## config.mk

```make
export PLATFORM = sky130hd
export DESIGN_NAME = sd_xfer_status
export DESIGN_NICKNAME = d
export VERILOG_FILES = /design/src/placeholder_unused_never.sv /design/src/sd_xfer_pkg.sv /design/src/sd_xfer_status.sv
export SDC_FILE = /design/constraint.sdc
export NUM_CORES = 1
export LEC_CHECK = 0
export ABC_AREA = 0
export BUFFER_PORTS_ARGS = -buffer_cell sky130_fd_sc_hd__buf_2
export CAP_MARGIN = 10
export CORE_MARGIN = 3
export CORE_UTILIZATION = 47
export DETAILED_ROUTE_END_ITERATION = 6
export GPL_ROUTABILITY_DRIVEN = 0
export PLACE_DENSITY_LB_ADDON = 0.12
export SLEW_MARGIN = 30
export SYNTH_ARGS = -nofsm -noshare
export SYNTH_HDL_FRONTEND = slang
export SYNTH_SLANG_ARGS = --single-unit
```

## constraint.sdc

```tcl
create_clock -name SYS_CLK -period 1.8 [get_ports SYS_CLK]
set_input_delay 0.18 -clock SYS_CLK [delete_from_list [all_inputs] [get_ports SYS_CLK]]
set_output_delay 0.18 -clock SYS_CLK [all_outputs]
set_load 0.1 [all_outputs]
```

## src/placeholder_unused_never.sv

```systemverilog
// Empty compile unit kept free of logic
`timescale 1ns/1ps

```

## src/sd_xfer_pkg.sv

```systemverilog
// Package of offsets, fields and states for the transfer status block
package sd_xfer_pkg;
	// ----------------------------------------
	// Register byte offsets
	// ----------------------------------------
	localparam logic [4:0] OFS_PRESENT = 5'h00;
	localparam logic [4:0] OFS_GAP_CTRL = 5'h04;
	localparam logic [4:0] OFS_NORM_STAT = 5'h08;
	localparam logic [4:0] OFS_NORM_STEN = 5'h0C;
	localparam logic [4:0] OFS_NORM_SIGEN = 5'h10;
	localparam logic [4:0] OFS_ERR_STAT = 5'h14;
	localparam logic [4:0] OFS_ERR_STEN = 5'h18;
	localparam logic [4:0] OFS_ERR_SIGEN = 5'h1C;
	// ----------------------------------------
	// Field positions
	// ----------------------------------------
	localparam int PS_DAT_ACT = 0;
	localparam int PS_WR_ACT = 1;
	localparam int PS_RD_ACT = 2;
	localparam int PS_RD_WAIT = 3;
	localparam int PS_CLK_STOP = 4;
	localparam int GC_STOP = 0;
	localparam int GC_CONT = 1;
	localparam int GC_RWAIT_EN = 2;
	localparam int NS_XFER_DONE = 0;
	localparam int NS_GAP_EVT = 1;
	localparam int ERR_BITS = 10;
	localparam int ES_CMD_TIMEOUT = 0;
	localparam int ES_CMD_CHECKSUM = 1;
	localparam int ES_CMD_ENDBIT = 2;
	localparam int ES_CMD_INDEX = 3;
	localparam int ES_DATA_TIMEOUT = 4;
	localparam int ES_DATA_CHECKSUM = 5;
	localparam int ES_DATA_ENDBIT = 6;
	localparam int ES_CURRENT_LIMIT = 7;
	localparam int ES_AUTO_CMD = 8;
	localparam int ES_DESC_DMA = 9;
	// ----------------------------------------
	// Reset values and timing counts
	// ----------------------------------------
	localparam logic [2:0] GAP_CTRL_RST = 3'h0;
	localparam logic [1:0] NORM_EN_RST = 2'h0;
	localparam logic [9:0] ERR_EN_RST = 10'h000;
	localparam logic [3:0] BUSY_WAIT_SDCLK = 4'h8;
	// ----------------------------------------
	// Write and busy tracker states
	// ----------------------------------------
	typedef enum logic [1:0] {W_IDLE, W_XFER, W_WAIT, W_BUSY} wstate_t;
endpackage : sd_xfer_pkg

```

## src/sd_xfer_status.sv

```systemverilog
// Transfer activity tracking, read stop at gap and error status enables
// Summary of operation
// - Read stopped at gap pauses by read wait on data line two or clock stop.
// - Read wait already held for a full buffer stays held while paused.
// - DAT active set on write command end bit or continue request.
// - DAT active clears on busy release; no busy within 8 SD clocks is not busy.
// - DAT active also clears on busy release after a gap stop.
// - Busy command sets DAT active; its fall raises transfer done if enabled.
// - Write active set on write command end bit or continue request.
// - Write active clears after checksum status of the final block.
// - Write active clears after checksum status of a block stopped at gap.
// - Write active fall by gap stop raises gap event if enabled.
// - Write active reads zero only while no write data is held.
// - Read active set on read command end bit or continue request.
// - Read active clears when the last block reaches the system.
// - Error enable bits 0 to 3 gate command error flags.
// - Error enable bits 4 to 6 gate data error flags.
// - Bit 7 current limit, bit 8 auto command, bit 9 descriptor DMA.
// - Enable zero masks the error flag, one lets it report.
// - Read wait signalling is supported.
`timescale 1ns/1ps
module sd_xfer_status
	import sd_xfer_pkg::*;
(
	input wire logic SYS_CLK,
	input wire logic SYS_RST,
	input wire logic [4:0] AVS_ADDRESS,
	input wire logic AVS_READ,
	input wire logic AVS_WRITE,
	input wire logic [31:0] AVS_WRITEDATA,
	input wire logic [3:0] AVS_BYTEENABLE,
	output logic [31:0] AVS_READDATA,
	output logic AVS_WAITREQUEST,
	output logic IRQ,
	input wire logic SD_CLK,
	input wire logic DAT0_IN,
	output logic DAT2_OUT,
	output logic DAT2_OE,
	output logic SD_CLK_STOP,
	input wire logic WR_CMD_END,
	input wire logic RD_CMD_END,
	input wire logic BUSY_CMD_END,
	input wire logic CRC_STATUS_DONE,
	input wire logic LAST_BLOCK,
	input wire logic RD_BLOCK_DONE,
	input wire logic BUF_FULL,
	input wire logic WR_DATA_HELD,
	input wire logic [9:0] ERR_EVENTS,
	output logic DAT_ACTIVE,
	output logic WR_ACTIVE,
	output logic RD_ACTIVE
);
	// ----------------------------------------
	// State
	// ----------------------------------------
	typedef struct packed {
		logic clk_s1;
		logic clk_s2;
		logic clk_s3;
		logic dat0_s1;
		logic dat0_s2;
		wstate_t wst;
		logic [3:0] wait_cnt;
		logic busy_gap;
		logic wr_act;
		logic wr_rep;
		logic rd_act;
		logic rd_paused;
		logic rd_wait;
		logic clk_stop;
		logic [2:0] gap_ctrl;
		logic [1:0] norm_stat;
		logic [1:0] norm_sten;
		logic [1:0] norm_sigen;
		logic [9:0] err_stat;
		logic [9:0] err_sten;
		logic [9:0] err_sigen;
		logic ack;
		logic [31:0] rdata;
		logic irq;
	} state_t;

	state_t q;
	state_t d;
	logic req;
	logic wr_go;
	logic rd_go;
	logic sd_rise;
	logic cont;
	logic dat_act;
	logic [31:0] wmask;
	logic [31:0] rd_mux;
	logic wr_done;
	logic rd_done;
	logic gap_hit;

	assign req = AVS_READ | AVS_WRITE;
	assign AVS_WAITREQUEST = req & ~q.ack;
	assign wmask = {{8{AVS_BYTEENABLE[3]}}, {8{AVS_BYTEENABLE[2]}},
		{8{AVS_BYTEENABLE[1]}}, {8{AVS_BYTEENABLE[0]}}};

	// ----------------------------------------
	// Next state
	// ----------------------------------------
	always_comb begin
		d = q;
		wr_go = AVS_WRITE & q.ack;
		rd_go = AVS_READ & q.ack;
		cont = wr_go && AVS_ADDRESS == OFS_GAP_CTRL && AVS_BYTEENABLE[0]
			&& AVS_WRITEDATA[GC_CONT];
		sd_rise = q.clk_s2 & ~q.clk_s3;
		dat_act = q.wst != W_IDLE || q.rd_act || q.rd_paused;
		// Pin synchronisers
		d.clk_s1 = SD_CLK;
		d.clk_s2 = q.clk_s1;
		d.clk_s3 = q.clk_s2;
		d.dat0_s1 = DAT0_IN;
		d.dat0_s2 = q.dat0_s1;
		// Write and busy tracking
		wr_done = q.wr_act && CRC_STATUS_DONE && (LAST_BLOCK || q.gap_ctrl[GC_STOP]);
		case (q.wst)
			W_IDLE: begin
				if (WR_CMD_END || (cont && q.busy_gap)) begin
					d.wst = W_XFER;
				end else if (BUSY_CMD_END) begin
					d.wst = W_WAIT;
					d.wait_cnt = '0;
				end
			end
			W_XFER: begin
				if (wr_done) begin
					d.wst = W_WAIT;
					d.wait_cnt = '0;
					d.busy_gap = ~LAST_BLOCK;
				end
			end
			W_WAIT: begin
				if (!q.dat0_s2) begin
					d.wst = W_BUSY;
				end else if (sd_rise) begin
					d.wait_cnt = q.wait_cnt + 4'h1;
					if (q.wait_cnt + 4'h1 >= BUSY_WAIT_SDCLK) begin
						d.wst = W_IDLE;
					end
				end
			end
			W_BUSY: begin
				if (q.dat0_s2) begin
					d.wst = W_IDLE;
				end
			end
			default: d.wst = W_IDLE;
		endcase
		if (q.wst == W_IDLE && d.wst == W_XFER) begin
			d.busy_gap = 1'b0;
		end
		if (WR_CMD_END || (cont && q.busy_gap && !q.wr_act)) begin
			d.wr_act = 1'b1;
		end else if (wr_done) begin
			d.wr_act = 1'b0;
		end
		d.wr_rep = d.wr_act | WR_DATA_HELD;
		// Read tracking and stop at gap
		rd_done = q.rd_act && RD_BLOCK_DONE && LAST_BLOCK;
		gap_hit = q.rd_act && RD_BLOCK_DONE && !LAST_BLOCK && q.gap_ctrl[GC_STOP];
		if (RD_CMD_END || (cont && q.rd_paused)) begin
			d.rd_act = 1'b1;
			d.rd_paused = 1'b0;
		end else if (rd_done) begin
			d.rd_act = 1'b0;
		end else if (gap_hit) begin
			d.rd_act = 1'b0;
			d.rd_paused = 1'b1;
		end
		if (q.gap_ctrl[GC_RWAIT_EN]) begin
			d.rd_wait = (d.rd_paused || (BUF_FULL && d.rd_act));
			d.clk_stop = 1'b0;
		end else begin
			d.rd_wait = 1'b0;
			d.clk_stop = d.rd_paused || (BUF_FULL && d.rd_act);
		end
		// Register writes
		if (wr_go) begin
			if (AVS_ADDRESS == OFS_GAP_CTRL) begin
				d.gap_ctrl = (AVS_WRITEDATA[2:0] & wmask[2:0]) | (q.gap_ctrl & ~wmask[2:0]);
				d.gap_ctrl[GC_CONT] = 1'b0;
			end else if (AVS_ADDRESS == OFS_NORM_STEN) begin
				d.norm_sten = (AVS_WRITEDATA[1:0] & wmask[1:0]) | (q.norm_sten & ~wmask[1:0]);
			end else if (AVS_ADDRESS == OFS_NORM_SIGEN) begin
				d.norm_sigen = (AVS_WRITEDATA[1:0] & wmask[1:0]) | (q.norm_sigen & ~wmask[1:0]);
			end else if (AVS_ADDRESS == OFS_ERR_STEN) begin
				d.err_sten = (AVS_WRITEDATA[9:0] & wmask[9:0]) | (q.err_sten & ~wmask[9:0]);
			end else if (AVS_ADDRESS == OFS_ERR_SIGEN) begin
				d.err_sigen = (AVS_WRITEDATA[9:0] & wmask[9:0]) | (q.err_sigen & ~wmask[9:0]);
			end
		end
		if (cont) begin
			d.gap_ctrl[GC_STOP] = 1'b0;
		end
		// Sticky status, read clears, set wins
		if (rd_go && AVS_ADDRESS == OFS_NORM_STAT) begin
			d.norm_stat = '0;
		end
		if (rd_go && AVS_ADDRESS == OFS_ERR_STAT) begin
			d.err_stat = '0;
		end
		if (dat_act && !(d.wst != W_IDLE || d.rd_act || d.rd_paused)
			&& !d.rd_paused && q.norm_sten[NS_XFER_DONE]) begin
			d.norm_stat[NS_XFER_DONE] = 1'b1;
		end
		if (q.norm_sten[NS_GAP_EVT] && ((q.wr_rep && !d.wr_rep && q.gap_ctrl[GC_STOP]
			&& !LAST_BLOCK) || gap_hit)) begin
			d.norm_stat[NS_GAP_EVT] = 1'b1;
		end
		d.err_stat = d.err_stat | (ERR_EVENTS & q.err_sten);
		// Bus answer
		d.ack = req & ~q.ack;
		if (req && !q.ack) begin
			d.rdata = rd_mux;
		end
		d.irq = |(d.norm_stat & q.norm_sigen) || |(d.err_stat & q.err_sigen);
	end

	// ----------------------------------------
	// Read decode
	// ----------------------------------------
	always_comb begin
		rd_mux = 32'h0000_0000;
		if (AVS_ADDRESS == OFS_PRESENT) begin
			rd_mux[PS_DAT_ACT] = q.wst != W_IDLE || q.rd_act || q.rd_paused;
			rd_mux[PS_WR_ACT] = q.wr_rep;
			rd_mux[PS_RD_ACT] = q.rd_act;
			rd_mux[PS_RD_WAIT] = q.rd_wait;
			rd_mux[PS_CLK_STOP] = q.clk_stop;
		end else if (AVS_ADDRESS == OFS_GAP_CTRL) begin
			rd_mux[2:0] = q.gap_ctrl;
		end else if (AVS_ADDRESS == OFS_NORM_STAT) begin
			rd_mux[1:0] = q.norm_stat;
		end else if (AVS_ADDRESS == OFS_NORM_STEN) begin
			rd_mux[1:0] = q.norm_sten;
		end else if (AVS_ADDRESS == OFS_NORM_SIGEN) begin
			rd_mux[1:0] = q.norm_sigen;
		end else if (AVS_ADDRESS == OFS_ERR_STAT) begin
			rd_mux[9:0] = q.err_stat;
		end else if (AVS_ADDRESS == OFS_ERR_STEN) begin
			rd_mux[9:0] = q.err_sten;
		end else if (AVS_ADDRESS == OFS_ERR_SIGEN) begin
			rd_mux[9:0] = q.err_sigen;
		end
	end

	// ----------------------------------------
	// Registers
	// ----------------------------------------
	always_ff @(posedge SYS_CLK) begin
		if (SYS_RST) begin
			q <= '0;
			q.clk_s1 <= 1'b0;
			q.dat0_s1 <= 1'b1;
			q.dat0_s2 <= 1'b1;
			q.wst <= W_IDLE;
			q.gap_ctrl <= GAP_CTRL_RST;
			q.norm_sten <= NORM_EN_RST;
			q.norm_sigen <= NORM_EN_RST;
			q.err_sten <= ERR_EN_RST;
			q.err_sigen <= ERR_EN_RST;
		end else begin
			q <= d;
		end
	end

	assign AVS_READDATA = q.rdata;
	assign IRQ = q.irq;
	assign DAT2_OUT = 1'b0;
	assign DAT2_OE = q.rd_wait;
	assign SD_CLK_STOP = q.clk_stop;
	assign DAT_ACTIVE = q.wst != W_IDLE || q.rd_act || q.rd_paused;
	assign WR_ACTIVE = q.wr_rep;
	assign RD_ACTIVE = q.rd_act;

	// ----------------------------------------
	// Checks
	// ----------------------------------------
	property p_busy_timeout;
		@(posedge SYS_CLK) disable iff (SYS_RST)
		(q.wst == W_WAIT && q.dat0_s2 && sd_rise && q.wait_cnt == 4'h7)
		|=> q.wst == W_IDLE;
	endproperty
	a_busy_timeout: assert property (p_busy_timeout)
		else $error("busy wait did not end after 8 SD clocks");

	property p_busy_release;
		@(posedge SYS_CLK) disable iff (SYS_RST)
		(q.wst == W_BUSY && q.dat0_s2) |=> !DAT_ACTIVE || q.rd_act || q.rd_paused;
	endproperty
	a_busy_release: assert property (p_busy_release)
		else $error("DAT active held after busy release");

	property p_wr_set;
		@(posedge SYS_CLK) disable iff (SYS_RST)
		WR_CMD_END |=> q.wr_act ##1 WR_ACTIVE;
	endproperty
	a_wr_set: assert property (p_wr_set)
		else $error("write active not set after command end");

	property p_wr_clear;
		@(posedge SYS_CLK) disable iff (SYS_RST)
		(q.wr_act && CRC_STATUS_DONE && LAST_BLOCK && !WR_CMD_END) |=> !q.wr_act;
	endproperty
	a_wr_clear: assert property (p_wr_clear)
		else $error("write active not cleared on last block");

	property p_wr_held;
		@(posedge SYS_CLK) disable iff (SYS_RST)
		$past(WR_DATA_HELD) |-> WR_ACTIVE;
	endproperty
	a_wr_held: assert property (p_wr_held)
		else $error("write active low while data held");

	property p_rd_set;
		@(posedge SYS_CLK) disable iff (SYS_RST)
		RD_CMD_END |=> RD_ACTIVE && DAT_ACTIVE;
	endproperty
	a_rd_set: assert property (p_rd_set)
		else $error("read active not set after command end");

	property p_rd_pause;
		@(posedge SYS_CLK) disable iff (SYS_RST)
		(gap_hit && !RD_CMD_END && q.gap_ctrl[GC_RWAIT_EN]) |=> ##1 DAT2_OE && !RD_ACTIVE;
	endproperty
	a_rd_pause: assert property (p_rd_pause)
		else $error("read not paused by read wait at gap");

	property p_mask;
		@(posedge SYS_CLK) disable iff (SYS_RST)
		(!$past(q.err_sten[0]) && !$past(q.err_stat[0])) |-> !q.err_stat[0];
	endproperty
	a_mask: assert property (p_mask)
		else $error("masked error flag was set");

	property p_upper_zero;
		@(posedge SYS_CLK) disable iff (SYS_RST)
		(AVS_READ && q.ack && AVS_ADDRESS == OFS_ERR_STEN) |-> AVS_READDATA[15:10] == 6'h00;
	endproperty
	a_upper_zero: assert property (p_upper_zero)
		else $error("reserved enable bits read nonzero");
endmodule : sd_xfer_status

```

==> flow_summary_export.csv <==
group,metric,value,unit
status,status,"finished, violations left",
status,violations,"negative setup slack",
yosys,async_flop_share,0,
floorplan,dieArea,0.008702,sq mm
place,dpl_cell_area,0.004086,sq mm
yosys,synth_edf_count,0,
worst_setup_path,r2r_end,"AVS_READDATA[0]",
power_and_ir_drop,power.leakage,1.936,nW
final_layout,diodes,0,
sta,finalSetupViolations,2,
hold_path,whs_endpoint,"d[86]",
clock_tree,path_clk_slew,0.07,ns
floorplan,die_width,93.29,um
final_layout,final_common_cell,"dfxtp_1",
grt,overflow,0,
grt,grt_max_degree,56,
yosys,yosys-top-cells-area,"dfxtp_1 (38%), buf_4 (6.9%), a22oi_1 (4.6%)",
worst_setup_path,required,2.03,ns
final_layout,nets,564,
floorplan,start_util,0.4885,
worst_setup_path,r2r_start,"q[84]",
final_layout,area_growth,25.93,%
final_layout,fin_area,0.004509,sq mm
sta,max_freq,0.5468,GHz
clock_tree,cts.sinks,68,
final_layout,final_util,0.6151,
worst_setup_path,cp_slowest_cell,"mux4_2",
place,pre_cts_slack,-0.1850,ns
grt,grt_pass1_vias,2994,
flow_run,cap_violations,0,
yosys,netlist_instances,412,
worst_setup_path,worst_path_largest_cell_delay,0.48,ns
worst_setup_path,path_class,"register to register",
yosys,synth.largest_area_cell,"dfxtp_1",
final_layout,final_cell_mix,"dfxtp_1 (64), buf_2 (55), nor2_1 (44)",
sta,worst_pin_slew,0.6323,ns
sta,skew,0.01049,ns
drt,drt_pass1_iterations,5,
drt,first_iter_violations,225,
sta,maxSlewViolCount,0,
place,dp_hpwl,7179,um
sta,fin_hold_ws,0.01532,ns
floorplan,io_pins,105,
clock_tree,cts_tree,"built",
clock_tree,cts_inserted_buffers,9,
clock_tree,cts_buffer_depth,2,
yosys,syn_area,0.003581,sq mm
worst_setup_path,cp.arrival,2.06,ns
grt,grt_use_total,0.2244,
hold_path,whs_path_depth,2,
clock_tree,worstSkewPairLatency,0.34,ns
sta,rsz0062_at_grt,"true",
drt,viasPerCell,5.539,
final_layout,drive_gt1_frac,0.3206,
yosys,yosys.area.top_type_share,0.3802,
grt,antenna_found_initial,0,
yosys,synth.ff_latch_count,68,
clock_tree,cts.hold.buffers_added,0,
sta,hold_viol,0,
place,io_buffers,57,
hold_path,holdCritStartpoint,"DAT0_IN",
yosys,ys_types,60,
power_and_ir_drop,finalPower,4.272,mW
sta,fin_crit_sh,1.016,
sta,period_needed,1.829,ns
drt,drc,0,
yosys,postSynthAreaPerCell,8.692,sq um
drt,routed_wl,9699,um
worst_setup_path,endpoint_kind,"register",
hold_path,worstHoldPathType,"input pin to register",
worst_setup_path,path_max_fanout,3,
grt,grt_pass1_wl,15110,um
worst_setup_path,crit_chain,"inv_4, ha_4, or3b_4, mux4_2, a22oi_2, a211oi_1",
drt,ant_nets,0,
floorplan,core_area,0.007331,sq mm
drt,vias,3296,
floorplan,rows,31,
power_and_ir_drop,ir_drop,0.5851,mV
sta,slew_headroom,0.5752,
yosys,synth-main-ff-cell,"dfxtp_1",
sta,layout_setup_ws,-0.02889,ns
clock_tree,root_buffer,"clkbuf_8",
worst_setup_path,rrSetupSlack,-0.03,ns
power_and_ir_drop,power.density,947.4,mW/mm^2
worst_setup_path,ff2ff_path_depth,6,
drt,routedWlPerCell,16.30,um
worst_setup_path,startpoint_type,"register",
yosys,ys_seq_area_frac,0.3802,
clock_tree,htreeDepth,3,
floorplan,die_h,93.29,um
yosys,ys_warn_count,0,
worst max-delay path, delay by kind of cell (launching register included):
kind            cells  cell delay (ns)
fa+ha+maj           1             0.14
mux                 1             0.48
flops               1             0.33
compound gates      2             0.31
simple gates        1             0.38
buf+inv             1             0.08
cells by family (layout without fill, tap and decap cells):
group | count (synthesis) | after routing | synth area share
compound gates | 93 | 93 | 0.1918
xor+xnor | 1 | 1 | 0.002446
fa+ha+maj | 7 | 7 | 0.02446
buf+inv | 67 | 129 | 0.1062
flops | 68 | 68 | 0.3802
mux | 26 | 26 | 0.08595
other cells | 1 | 23 | 0.001047
simple gates | 149 | 149 | 0.2079
worst max-delay path by stage:
stage / startpoint / to / cells after the start
floorplan: q[85] / AVS_READDATA[0] / 6
global placement: AVS_ADDRESS[1] / IRQ / 7
detailed placement: AVS_ADDRESS[1] / IRQ / 7
CTS: q[84] / AVS_READDATA[0] / 6
global route: q[84] / AVS_READDATA[0] / 6
finish: q[84] / AVS_READDATA[0] / 6
power by group:
group          total, mW  internal [mW]  switching [mW]
clock network       1.65           1.06           0.597
registers           1.56           1.54          0.0221
logic               1.06          0.360           0.700
per-layer routing:
metal,vias up,share of wire,track usage,wire length (um)
met2,122,0.47,0.3425,4574
met3,11,0.068,0.05632,661
li1,1599,-,-,-
met4,0,0.0084,0.06960,81
met5,-,0,0,0
met1,1564,0.45,0.3111,4382
cell type report:
type | instances | area [sq um]
clock buffers | 9 | 123.9
fillers | 669 | 2821
clock inverters | 6 | 137.6
flip-flops and latches | 68 | 1369
multi-input cells | 299 | 2034
well taps | 99 | 123.9
inverters | 15 | 62.56
repair buffers | 99 | 658.1
repair_timing:
action,CTS,global route
buffers inserted,0,4
resized for setup,7,21
pin swaps,1,5
setup endpoints to repair,5,12
cell usage after synthesis, types with 2 or more instances:
cell and instances:
dfxtp_1 68, nor2_1 44, buf_4 33, nand3_1 31, nand2_1 24, a21oi_1 22, a22oi_1 22, inv_1 15
mux2i_1 15, clkbuf_1 11, nor3_1 10, nor2b_1 9, mux2_2 8, o21ai_0 8, ha_1 7, nand4_1 6
a22o_1 5, and3_1 4, buf_1 4, buf_2 4, or2_2 4, a211oi_1 3, and2_1 3, mux4_2 3
nand3b_1 3, o211ai_1 3, o21a_1 3, o31ai_1 3, a21o_1 2, a311o_1 2, a311oi_1 2, o21ai_1 2
o32ai_2 2
stage by stage:
stage,TNS [ns],std cells
5_1_grt,-0.2725,595
6_report,-0.04624,595
3_3_place_gp,-0.8246,576
4_1_cts,0,591
2_1_floorplan,-0.1511,434
3_5_place_dp,-1.130,576
(Power assumes the default switching activity.)
